**src/rtl/card_pwr_pkg.sv**
```systemverilog
// Package with constants and types for the card power and presence controller.
package card_pwr_pkg;

    // Card supply level select values.
    localparam logic LEVEL_1V875 = 1'b0;  // Low card supply level.
    localparam logic LEVEL_3V0   = 1'b1;  // High card supply level.

    // Position of the level-select bit in the outside regulator's control word.
    localparam int unsigned AUX_REG_LOCATION  = 7;
    localparam int unsigned LEVEL_SEL_BIT_POS = 18;

    // Card clock divider: card clock is the system clock divided by twice this count plus two.
    localparam logic [3:0] CARD_CLK_DIV_LAST = 4'h3;

    // Power-down sequencer states.
    typedef enum logic [2:0] {
        PD_IDLE  = 3'b000,
        PD_RST   = 3'b001,
        PD_CLK   = 3'b010,
        PD_IO    = 3'b011,
        PD_VCC   = 3'b100,
        PD_OFF   = 3'b101
    } pd_state_t;

endpackage

```
**src/rtl/card_pd_if.sv**
```systemverilog
// Interface carrying the power-down request and its progress between modules.
`timescale 1ns/1ps
`default_nettype none
interface card_pd_if;
    logic      start;      // One-cycle request to run the power-down sequence.
    logic      rst_low;    // Card reset must be driven low.
    logic      clk_stop;   // Card clock must be held low.
    logic      io_low;     // Card data line must be driven low.
    logic      vcc_off;    // Card supply must be removed.
    logic      busy;       // Sequence is in progress.

    modport seq  (input start, output rst_low, clk_stop, io_low, vcc_off, busy);
    modport ctrl (output start, input rst_low, clk_stop, io_low, vcc_off, busy);
endinterface
`default_nettype wire

```
**src/rtl/card_pd_seq.sv**
```systemverilog
// Four-step card power-down sequencer, one card-line change per clock.
`timescale 1ns/1ps
`default_nettype none
module card_pd_seq
    import card_pwr_pkg::*;
(
    // Clock and reset.
    input  wire logic clk_sys,
    input  wire logic rst_n_sync,
    // Request and step outputs.
    card_pd_if.seq    pd
);

    pd_state_t state_reg;   // Current step of the sequence.
    pd_state_t state_next;  // Step for the next cycle.

    // ----------------------------------------------------------------
    // Step decode
    // ----------------------------------------------------------------
    // Each state from PD_RST to PD_VCC advances exactly one step, so the four line changes
    // always land on distinct cycles.
    always_comb begin
        state_next = state_reg;
        unique case (state_reg)
            PD_IDLE: begin
                if (pd.start) begin
                    state_next = PD_RST;
                end
            end
            PD_RST:  state_next = PD_CLK;  // Reset low first.
            PD_CLK:  state_next = PD_IO;   // Then clock stopped low.
            PD_IO:   state_next = PD_VCC;  // Then data line low.
            PD_VCC:  state_next = PD_OFF;  // Supply removed last.
            PD_OFF: begin
                // Stay powered down until reset or a new start, which runs the sequence again.
                if (pd.start) begin
                    state_next = PD_RST;
                end
            end
            default: state_next = PD_IDLE;
        endcase
    end

    // State register.
    always_ff @(posedge clk_sys or negedge rst_n_sync) begin
        if (!rst_n_sync) begin
            state_reg <= PD_IDLE;
        end else begin
            state_reg <= state_next;
        end
    end

    // Step flags are sticky until a new start in PD_OFF returns to PD_RST, where only rst_low stays set.
    assign pd.rst_low  = (state_reg != PD_IDLE);
    assign pd.clk_stop = (state_reg == PD_CLK) || (state_reg == PD_IO)
                      || (state_reg == PD_VCC) || (state_reg == PD_OFF);
    assign pd.io_low   = (state_reg == PD_IO) || (state_reg == PD_VCC)
                      || (state_reg == PD_OFF);
    assign pd.vcc_off  = (state_reg == PD_VCC) || (state_reg == PD_OFF);
    assign pd.busy     = (state_reg != PD_IDLE) && (state_reg != PD_OFF);

endmodule
`default_nettype wire

```
**src/rtl/sim_card_power_presence_ctrl.sv**
```systemverilog
// Top level of the card power and presence-detect controller.
//
// Overview of operation
// - Block drives the regulator enable pin.
// - Detect insertion and removal, maskable interrupt.
// - Falling presence input means card removed.
// - Power-down: reset, clock, data, then supply.
// - Auto power-down on presence event when enabled.
// - Forced power-down ignores enable and events.
// - Own clock generator, never an interrupt source.
// - Data line only driven low, no transmit path; its level is read back.
`timescale 1ns/1ps
`default_nettype none
module sim_card_power_presence_ctrl
    import card_pwr_pkg::*;
(
    // Clock and reset.
    input  wire logic clk_sys,
    input  wire logic rstn,
    // Software control bits.
    input  wire logic supply_level_select,    // Requested card supply level.
    input  wire logic card_power_on,          // Software drive of the supply pin.
    input  wire logic card_rst_release,       // Software drive of card reset.
    input  wire logic card_clk_run,           // Software enable of the card clock.
    input  wire logic auto_pd_enable,         // Allow power-down on presence event.
    input  wire logic force_pd,               // Level; rising edge forces power-down.
    input  wire logic presence_irq_mask,      // High blocks the presence interrupt.
    input  wire logic presence_irq_clear,     // One-cycle clear of the event flags.
    // Card side pins.
    input  wire logic card_presence_detect,   // High while a card is seated.
    input  wire logic card_io_in,             // Data line level read back.
    output var  logic card_supply_enable_out, // Drives the regulator enable pin.
    output var  logic card_level_out,         // Level-select bit toward regulator.
    output var  logic card_rst_out,           // Card reset, low is reset.
    output var  logic card_clk_out,           // Card clock.
    output var  logic card_io_out,            // Data line drive value.
    output var  logic card_io_oe,             // High while data line is driven.
    // Status.
    output var  logic card_present,           // Synchronised presence level.
    output var  logic insert_flag,            // Sticky insertion event.
    output var  logic remove_flag,            // Sticky removal event.
    output var  logic presence_irq,           // Masked presence interrupt.
    output var  logic pd_busy,                // Power-down running.
    output var  logic card_io_sample          // Synchronised data line level.
);

    // ----------------------------------------------------------------
    // Reset release
    // ----------------------------------------------------------------
    logic [1:0] rst_sync_reg;  // Two-stage reset release chain.
    logic       rst_n_sync;    // Released reset used everywhere else.

    // Reset asserts at once and releases after two clean edges.
    always_ff @(posedge clk_sys or negedge rstn) begin
        if (!rstn) begin
            rst_sync_reg <= 2'h0;
        end else begin
            rst_sync_reg <= {rst_sync_reg[0], 1'b1};
        end
    end
    assign rst_n_sync = rst_sync_reg[1];

    // ----------------------------------------------------------------
    // Pin synchronisers
    // ----------------------------------------------------------------
    logic pd_meta_reg;   // First stage, read only by the second.
    logic pd_sync_reg;   // Stable presence level.
    logic pd_prev_reg;   // Previous stable level for edge detection.
    logic io_meta_reg;   // First stage of the data line.
    logic io_sync_reg;   // Stable data line level.

    // Pin inputs pass two flops; the idle level is high (card seated).
    always_ff @(posedge clk_sys or negedge rst_n_sync) begin
        if (!rst_n_sync) begin
            pd_meta_reg <= 1'b1;
            pd_sync_reg <= 1'b1;
            pd_prev_reg <= 1'b1;
            io_meta_reg <= 1'b1;
            io_sync_reg <= 1'b1;
        end else begin
            pd_meta_reg <= card_presence_detect;
            pd_sync_reg <= pd_meta_reg;
            pd_prev_reg <= pd_sync_reg;
            io_meta_reg <= card_io_in;
            io_sync_reg <= io_meta_reg;
        end
    end

    // ----------------------------------------------------------------
    // Presence events
    // ----------------------------------------------------------------
    wire remove_evt = pd_prev_reg & ~pd_sync_reg;   // High-to-low is removal.
    wire insert_evt = ~pd_prev_reg & pd_sync_reg;   // Low-to-high is insertion.
    wire any_evt    = remove_evt | insert_evt;

    logic insert_flag_reg;   // Sticky insertion flag.
    logic remove_flag_reg;   // Sticky removal flag.
    logic irq_reg;           // Registered interrupt output.

    // A new event in the clear cycle wins, so no event is lost.
    always_ff @(posedge clk_sys or negedge rst_n_sync) begin
        if (!rst_n_sync) begin
            insert_flag_reg <= 1'b0;
            remove_flag_reg <= 1'b0;
            irq_reg         <= 1'b0;
        end else begin
            insert_flag_reg <= insert_evt | (insert_flag_reg & ~presence_irq_clear);
            remove_flag_reg <= remove_evt | (remove_flag_reg & ~presence_irq_clear);
            // Only presence events feed the interrupt; the clock divider never does.
            irq_reg <= ~presence_irq_mask & (insert_evt | remove_evt
                     | ((insert_flag_reg | remove_flag_reg) & ~presence_irq_clear));
        end
    end

    // ----------------------------------------------------------------
    // Power-down triggering
    // ----------------------------------------------------------------
    logic force_prev_reg;  // Previous force level for edge detection.
    card_pd_if pd_bus ();

    always_ff @(posedge clk_sys or negedge rst_n_sync) begin
        if (!rst_n_sync) begin
            force_prev_reg <= 1'b0;
        end else begin
            force_prev_reg <= force_pd;
        end
    end

    wire force_evt = force_pd & ~force_prev_reg;     // Forced, independent of enable.
    wire auto_evt  = any_evt & auto_pd_enable;       // Auto only when enabled.
    assign pd_bus.start = (force_evt | auto_evt) & ~pd_bus.busy;

    // Shared step sequencer.
    card_pd_seq u_pd_seq (
        .clk_sys    (clk_sys),
        .rst_n_sync (rst_n_sync),
        .pd         (pd_bus)
    );

    // ----------------------------------------------------------------
    // Card clock generator
    // ----------------------------------------------------------------
    logic [3:0] div_reg;   // Divider count for the card clock.
    logic       cclk_reg;  // Free-running divided clock level.

    // Dedicated generator for the card clock, as a toggle on an enable.
    always_ff @(posedge clk_sys or negedge rst_n_sync) begin
        if (!rst_n_sync) begin
            div_reg  <= 4'h0;
            cclk_reg <= 1'b0;
        end else if (div_reg == CARD_CLK_DIV_LAST) begin
            div_reg  <= 4'h0;
            cclk_reg <= ~cclk_reg;
        end else begin
            div_reg  <= div_reg + 4'h1;
        end
    end

    // ----------------------------------------------------------------
    // Card line outputs
    // ----------------------------------------------------------------
    // Software owns power-up; hardware only forces lines down.
    wire sw_mode     = ~pd_bus.rst_low;
    wire rst_next    = sw_mode & card_rst_release;
    wire clk_next    = ~pd_bus.clk_stop & card_clk_run & cclk_reg;
    wire io_oe_next  = pd_bus.io_low;
    wire vcc_next    = ~pd_bus.vcc_off & card_power_on;

    // All top outputs come from flops; reset leaves the card unpowered.
    always_ff @(posedge clk_sys or negedge rst_n_sync) begin
        if (!rst_n_sync) begin
            card_supply_enable_out <= 1'b0;
            card_level_out         <= LEVEL_1V875;
            card_rst_out           <= 1'b0;
            card_clk_out           <= 1'b0;
            card_io_out            <= 1'b0;
            card_io_oe             <= 1'b0;
            pd_busy                <= 1'b0;
            card_io_sample         <= 1'b1;
            card_present           <= 1'b1;
        end else begin
            card_supply_enable_out <= vcc_next;              // Gates the regulator.
            card_level_out         <= supply_level_select;   // Two levels only.
            card_rst_out           <= rst_next;
            card_clk_out           <= clk_next;
            card_io_out            <= 1'b0;
            card_io_oe             <= io_oe_next;
            pd_busy                <= pd_bus.busy;
            card_io_sample         <= io_sync_reg;           // Feeds the receive path.
            card_present           <= pd_sync_reg;
        end
    end

    assign insert_flag  = insert_flag_reg;
    assign remove_flag  = remove_flag_reg;
    assign presence_irq = irq_reg;

endmodule
`default_nettype wire

```
**config.mk**
```make
export PLATFORM = sky130hd
export DESIGN_NAME = sim_card_power_presence_ctrl
export DESIGN_NICKNAME = d
export VERILOG_FILES = /design/src/rtl/card_pwr_pkg.sv /design/src/rtl/card_pd_if.sv /design/src/rtl/card_pd_seq.sv /design/src/rtl/sim_card_power_presence_ctrl.sv
export SDC_FILE = /design/constraint.sdc
export NUM_CORES = 1
export LEC_CHECK = 0
export BUFFER_PORTS_ARGS = -buffer_cell sky130_fd_sc_hd__buf_2
export CORE_MARGIN = 2
export CORE_UTILIZATION = 35
export CTS_CLUSTER_DIAMETER = 40
export DETAILED_ROUTE_END_ITERATION = 8
export GPL_ROUTABILITY_DRIVEN = 0
export PLACE_DENSITY = 0.61
export SYNTH_ARGS = -nofsm -noshare
export SYNTH_HDL_FRONTEND = slang
export SYNTH_SLANG_ARGS = --single-unit
```
**constraint.sdc**
```tcl
create_clock -name clk_sys -period 1.2 [get_ports clk_sys]
set_input_delay 0.24 -clock clk_sys [delete_from_list [all_inputs] [get_ports clk_sys]]
set_output_delay 0.24 -clock clk_sys [all_outputs]
set_load 0.005 [all_outputs]
```
==> reports/qor.csv, run 1 <==
stage,metric,value,unit
yosys,syn_area,973,µm²
critical_path,crit_fanout,2,
layout,syn2layout_area_growth,30.5,%
grt,track_usage,11.1,%
yosys,ys.flop_type,dfrtp_1,
clocking,clk_path_buf_depth,2,
clocking,clockRootBuffer,clkbuf_4,
layout,seq_area,658,µm²
yosys,yosys.cell_types.count,27,
clocking,cts_sinks,26,
layout,antenna_cells,0,
floorplan,die_h,56.7,µm
floorplan,core_area,0.00269,mm²
floorplan,ioPinCount,24,
critical_path,slowest_stage,dfstp_2,
grt,grt_max_degree,15,
placement,place_inst,133,
floorplan,start_util,36.2,%
layout,final_cell_area,0.00127,mm²
status,failed_checks,setup timing,
pwr,seq_power_share,51.9,%
yosys,seq_area_frac_synth,67.6,%
critical_path,crit_path_cell_trace,inv_2 -> ha_4 -> nor2b_2 -> or4_4 -> o21ai_2,
drt,routedWlPerCell,11.2,µm
critical_path,end_kind,flop,
clocking,numCtsBuffers,3,
timing,maxSlewViolCount,0,
timing,skew,0.00224,ns
floorplan,die_w,56.7,µm
yosys,syn_inst,74,
grt,grt_pass1_vias,637,
pwr,ir_worst_vdd,868,µV
layout,largest_reg_flops,4,
drt,drc_errors,0,
critical_path,cp-start-kind,flop,
timing,setup_viol,3,
timing,max_freq,0.685,GHz
layout,finalNonFillerCells,141,
hold_path,hold_class,in2reg,
floorplan,die_area,0.00322,mm²
timing,fin_ws,-0.259,ns
layout,multiInputGateArea,300,µm²
grt,grt_pass1_wl,2700,µm
yosys,synth-edff-count,0,
drt,drtIter0Drc,12,
drt,wirelength,1590,µm
run,maxCapViolations,0,
grt,overflow,0,
critical_path,max_stage_delay,0.56,ns
drt,first_pass_iters,3,
yosys,synth_area_per_cell,13.2,µm²
clocking,cts_setup_buffers,0,
pwr,pwr-share-comb,27.8,%
pwr,leakage,0.662,nW
drt,vias,617,
yosys,ys_warn_count,0,
timing,finalCriticalPeriod,1.46,ns
layout,nets,128,
placement,dp_hpwl,1200,µm
drt,ant_nets,0,
pwr,clock_power_share,20.4,%
yosys,async_flop_share,100,%
critical_path,arrival,1.71,ns
layout,mostFrequentLayoutCells,"buf_2, dfrtp_1, buf_4",
clocking,htreeDepth,1,
pwr,p_int,1.52,mW
yosys,ys_ff_latch,26,
pwr,p_sw_share,28.2,%
floorplan,rows,19,
pwr,p_switching,0.599,mW
clocking,worstSkewPairLatency,0.31,ns
timing,rsz0062_at_grt,yes,
clocking,path_clk_slew,0.13,ns
critical_path,required,1.45,ns
critical_path,crit_type,reg2reg,
timing,finalHoldViolCount,0,
clocking,cts_tree,built,
status,status,"finished, violations left",
yosys,synth_fp_nets,91,
placement,dpl_cell_area,0.00117,mm²
layout,n_fill_cell,256,
drt,via_per_inst,4.38,
grt,grt_antenna_before_repair,0,
layout,drive_gt1_share,43.6,%
timing,timing.final.crit_share,122,%
placement,portBuffers,22,
pwr,power_density,1670,mW/mm²
layout,final_common_cell,buf_2,
[through the flow]
| stage | hold slack (ns) | utilization, % | power [mW] | TNS [ns] | setup WS, ns |
|---|---|---|---|---|---|
| finish | 0.0389 | 47.3 | 2.12 | -0.620 | -0.259 |
| floorplan | -0.0556 | - | 1.44 | -0.474 | -0.244 |
| detailed placement | 0.0277 | 43.5 | 1.68 | -0.549 | -0.290 |
| global placement | 0.0253 | 43.5 | 1.66 | -0.457 | -0.236 |
| global route | 0.0190 | 47.3 | 2.27 | -0.825 | -0.297 |
| CTS | 0.00174 | 46.7 | 2.16 | -0.676 | -0.262 |
[cell usage after synthesis, drive strengths merged, types with 2 or more instances]
cell type	n	area share, %
nor3b	2	1.5
nor2b	4	2.6
nand3	2	1.0
ha	5	6.4
dfstp	6	16
inv	5	1.9
nand2	5	2.2
buf	3	2.1
o21ai	3	1.5
nor2	2	0.77
xnor2	2	1.8
dfrtp	20	51
a21o	3	2.3
conb	2	0.77
[power by group through the flow]
stage,logic [mW],registers [mW],clock network [mW]
2_1_floorplan,0.325,1.11,0
3_3_place_gp,0.548,1.11,0
3_5_place_dp,0.565,1.12,0
4_1_cts,0.594,1.10,0.463
5_1_grt,0.659,1.12,0.489
6_report,0.590,1.10,0.432
[metal layers]
metal / vias up / track usage (%) / part of all wire [%]
met3: 2 / 2.53 / 5.4
met4: 0 / 5.98 / 1.1
met5: - / 0 / 0
met1: 291 / 12.7 / 46
met2: 15 / 19.3 / 47
li1: 309 / - / -
[cells by family after synthesis]
group / share of synthesized area (%)
compound gates: 5.91
flops: 67.6
simple gates: 12.6
xor+xnor: 2.70
buf+inv: 3.98
other cells: 0.771
fa+ha+maj: 6.43
[worst paths after layout]
kind	startpoint	end	slack (ns)	depth (start not counted)
max in group asynchronous	rst_sync_reg[1]	card_io_sample	0.76	1
hold reg to reg	rst_sync_reg[1]	presence_irq	0.20	1
hold / removal	force_pd	force_prev_reg	0.04	1
setup / recovery	card_present	u_pd_seq.state_reg[0]	-0.26	5
setup reg to reg	card_present	u_pd_seq.state_reg[0]	-0.26	5
min in group asynchronous	rst_sync_reg[1]	presence_irq	0.20	1
[layout make-up]
class | count | share of cell area (%)
multi-input cells | 40 | 23.6
clock buffers | 4 | 2.86
repair buffers | 35 | 17.1
well taps | 31 | 3.05
flip-flops and latches | 26 | 51.8
inverters | 5 | 1.48
[worst max-delay path: cells and delay by family (launching register included)]
family / cells / cell delay, ns
flip-flops: 1 / 0.56
AND/OR/NAND/NOR: 2 / 0.46
adder cells (fa/ha/maj): 1 / 0.26
AO/OA/AOI/OAI: 1 / 0.07
buffers and inverters: 1 / 0.04
[what timing repair did]
action | CTS | global route
pin swaps | 1 | 0
hold buffers | 3 | 1
resized for setup | 4 | 1
endpoints found under the hold margin | 4 | 1
setup endpoints to repair | 4 | 7
Power figures use the tool's default switching activity.
==> run 2, diff against run 1 <==
--- a/config.mk
+++ b/config.mk
@@ -6,12 +6,13 @@
 export NUM_CORES = 1
 export LEC_CHECK = 0
 export BUFFER_PORTS_ARGS = -buffer_cell sky130_fd_sc_hd__buf_2
-export CORE_MARGIN = 2
+export CORE_MARGIN = 5
 export CORE_UTILIZATION = 35
 export CTS_CLUSTER_DIAMETER = 40
 export DETAILED_ROUTE_END_ITERATION = 8
 export GPL_ROUTABILITY_DRIVEN = 0
 export PLACE_DENSITY = 0.61
+export REMOVE_ABC_BUFFERS = 1
 export SYNTH_ARGS = -nofsm -noshare
 export SYNTH_HDL_FRONTEND = slang
 export SYNTH_SLANG_ARGS = --single-unit
==> run 2 against run 1 <==
  * The run still ends with setup timing left
  * Fmax fell by 1.3%
  * Power fell by 3.4%
  * Non-clock buffer count fell by 1
  * Final cell count fell by 1.4%
  * Sequential share of layout area fell by 0.15 points
  * Critical path type unchanged
==> reports/qor.csv, run 2 (same netlist as run 1, synthesis figures left out) <==
stage,metric,value,unit
status,status,"finished, violations left",
status,failed_checks,setup timing,
clocking,clk_path_buf_depth,2,
layout,n_fill_cell,266,
pwr,leakage,0.657,nW
clocking,cts_sinks,26,
timing,finalHoldViolCount,0,
critical_path,arrival,1.74,ns
drt,first_pass_iters,4,
critical_path,reg2reg_depth,5,
timing,skew,0.000899,ns
placement,portBuffers,22,
pwr,pwr-share-comb,28.8,%
pwr,p_int,1.45,mW
layout,mostFrequentLayoutCells,"buf_2, dfrtp_1, dfstp_2, buf_4",
clocking,cts_tree,built,
timing,fin_ws,-0.278,ns
pwr,finalPower,2.05,mW
drt,ant_nets,0,
timing,rsz0062_at_grt,yes,
drt,routedWlPerCell,11.7,µm
placement,dpl_cell_area,0.00117,mm²
floorplan,ioPinCount,24,
critical_path,end_kind,flop,
grt,top_usage_layer,met2,
layout,antenna_cells,0,
pwr,clock_power_share,17.2,%
grt,overflow,0,
layout,final_cell_area,0.00127,mm²
grt,use_met1,11.6,%
critical_path,required,1.46,ns
floorplan,die_w,62.7,µm
critical_path,crit_path_cell_trace,inv_2 -> ha_4 -> nor2b_2 -> or4_4 -> nand2_2,
drt,drtIter0Drc,7,
floorplan,die_area,0.00394,mm²
timing,setup_viol,3,
floorplan,die_h,62.7,µm
critical_path,r2r_slack,-0.28,ns
drt,vias,626,
clocking,numCtsBuffers,3,
critical_path,endpoint,u_pd_seq.state_reg[2],
pwr,ir_worst_vdd,1030,µV
critical_path,max_stage_delay,0.56,ns
timing,max_freq,0.677,GHz
grt,grt_antenna_before_repair,0,
floorplan,core_area,0.00271,mm²
layout,largest_reg_flops,4,
hold_path,whs_path_depth,1,
grt,grtUsageMet3,4.68,%
run,maxCapViolations,0,
critical_path,cp-start-kind,flop,
grt,grt_pass1_vias,674,
pwr,power_density,1610,mW/mm²
grt,track_usage,9.04,%
grt,grtUsageMet2,13.3,%
grt,grt_max_degree,18,
critical_path,setup.worst_path.start,card_present,
critical_path,slowest_stage,dfstp_2,
pwr,p_sw_share,29.3,%
timing,maxSlewViolCount,0,
critical_path,regToRegStartpoint,card_present,
grt,grt_pass1_wl,2890,µm
layout,syn2layout_area_growth,30.8,%
clocking,path_clk_slew,0.13,ns
clocking,htreeDepth,1,
floorplan,start_util,35.9,%
critical_path,crit_fanout,2,
drt,wirelength,1630,µm
layout,final_common_cell,buf_2,
pwr,p_switching,0.601,mW
layout,nets,127,
drt,drc_errors,0,
placement,dp_hpwl,1170,µm
hold_path,hold_class,in2reg,
clocking,clockRootBuffer,clkbuf_4,
critical_path,r2r_end,u_pd_seq.state_reg[2],
layout,drive_gt1_share,43.5,%
drt,via_per_inst,4.50,
clocking,worstSkewPairLatency,0.31,ns
timing,finalCriticalPeriod,1.48,ns
critical_path,crit_type,reg2reg,
floorplan,rows,19,
pwr,seq_power_share,54.0,%
timing,timing.final.crit_share,123,%
## run 2: how the worst min path moves through the flow
| stage | slack (ns) | end | start |
|---|---|---|---|
| 2_1_floorplan | -0.06 | rst_sync_reg[0] | rstn |
| 3_3_place_gp | 0.03 | rst_sync_reg[0] | rstn |
| 3_5_place_dp | 0.03 | rst_sync_reg[1] | rstn |
| 4_1_cts | 0.004 | pd_meta_reg | card_presence_detect |
| 5_1_grt | 0.01 | force_prev_reg | force_pd |
| 6_report | 0.04 | force_prev_reg | force_pd |
## run 2: critical path: cells and delay by family (launching register included)
family | cells | cell delay (ns)
adders and majority gates | 1 | 0.26
buffers and inverters | 1 | 0.04
and+or+nand+nor | 3 | 0.56
DFF | 1 | 0.56
## run 2: per-layer routing
| metal | part of all wire, % | routed length (µm) |
|---|---|---|
| met1 | 46 | 748 |
| met2 | 44 | 721 |
| met3 | 8.8 | 143 |
| met4 | 1.0 | 17 |
| met5 | 0 | 0 |
## run 2: area by class of cell
| class | count | area, µm² | area share [%] |
|---|---|---|---|
| multi-input combinational | 40 | 303 | 23.8 |
| tap | 31 | 38.8 | 3.05 |
| sequential | 26 | 658 | 51.7 |
| inverter | 5 | 18.8 | 1.47 |
| timing repair buffer | 34 | 233 | 18.3 |
| clock buffer | 3 | 22.5 | 1.77 |
## run 2: timing repair
action                     4_1_cts  5_1_grt
pin swaps                        2        0
hold buffers                     2        2
setup endpoints to repair        3        6
setup buffers                    1        0
hold endpoints to repair         3        2
gates resized for setup          5        3
## run 2: through the flow
| step | setup slack [ns] | TNS (ns) | util [%] | hold WS [ns] | instances |
|---|---|---|---|---|---|
| 4_1_cts | -0.268 | -0.706 | 45.8 | 0.00365 | 137 |
| 2_1_floorplan | -0.249 | -0.474 | - | -0.0556 | 71 |
| 3_5_place_dp | -0.280 | -0.534 | 43.1 | 0.0259 | 131 |
| 5_1_grt | -0.310 | -0.863 | 47.0 | 0.0116 | 139 |
| 3_3_place_gp | -0.243 | -0.461 | 43.1 | 0.0261 | 131 |
| 6_report | -0.278 | -0.726 | 47.0 | 0.0393 | 139 |
## run 2: power by group through the flow
stage | registers, mW | logic (mW) | clock network, mW
2_1_floorplan | 1.16 | 0.245 | 0
3_3_place_gp | 1.12 | 0.532 | 0
3_5_place_dp | 1.12 | 0.549 | 0
4_1_cts | 1.11 | 0.564 | 0.376
5_1_grt | 1.12 | 0.653 | 0.408
6_report | 1.11 | 0.590 | 0.354
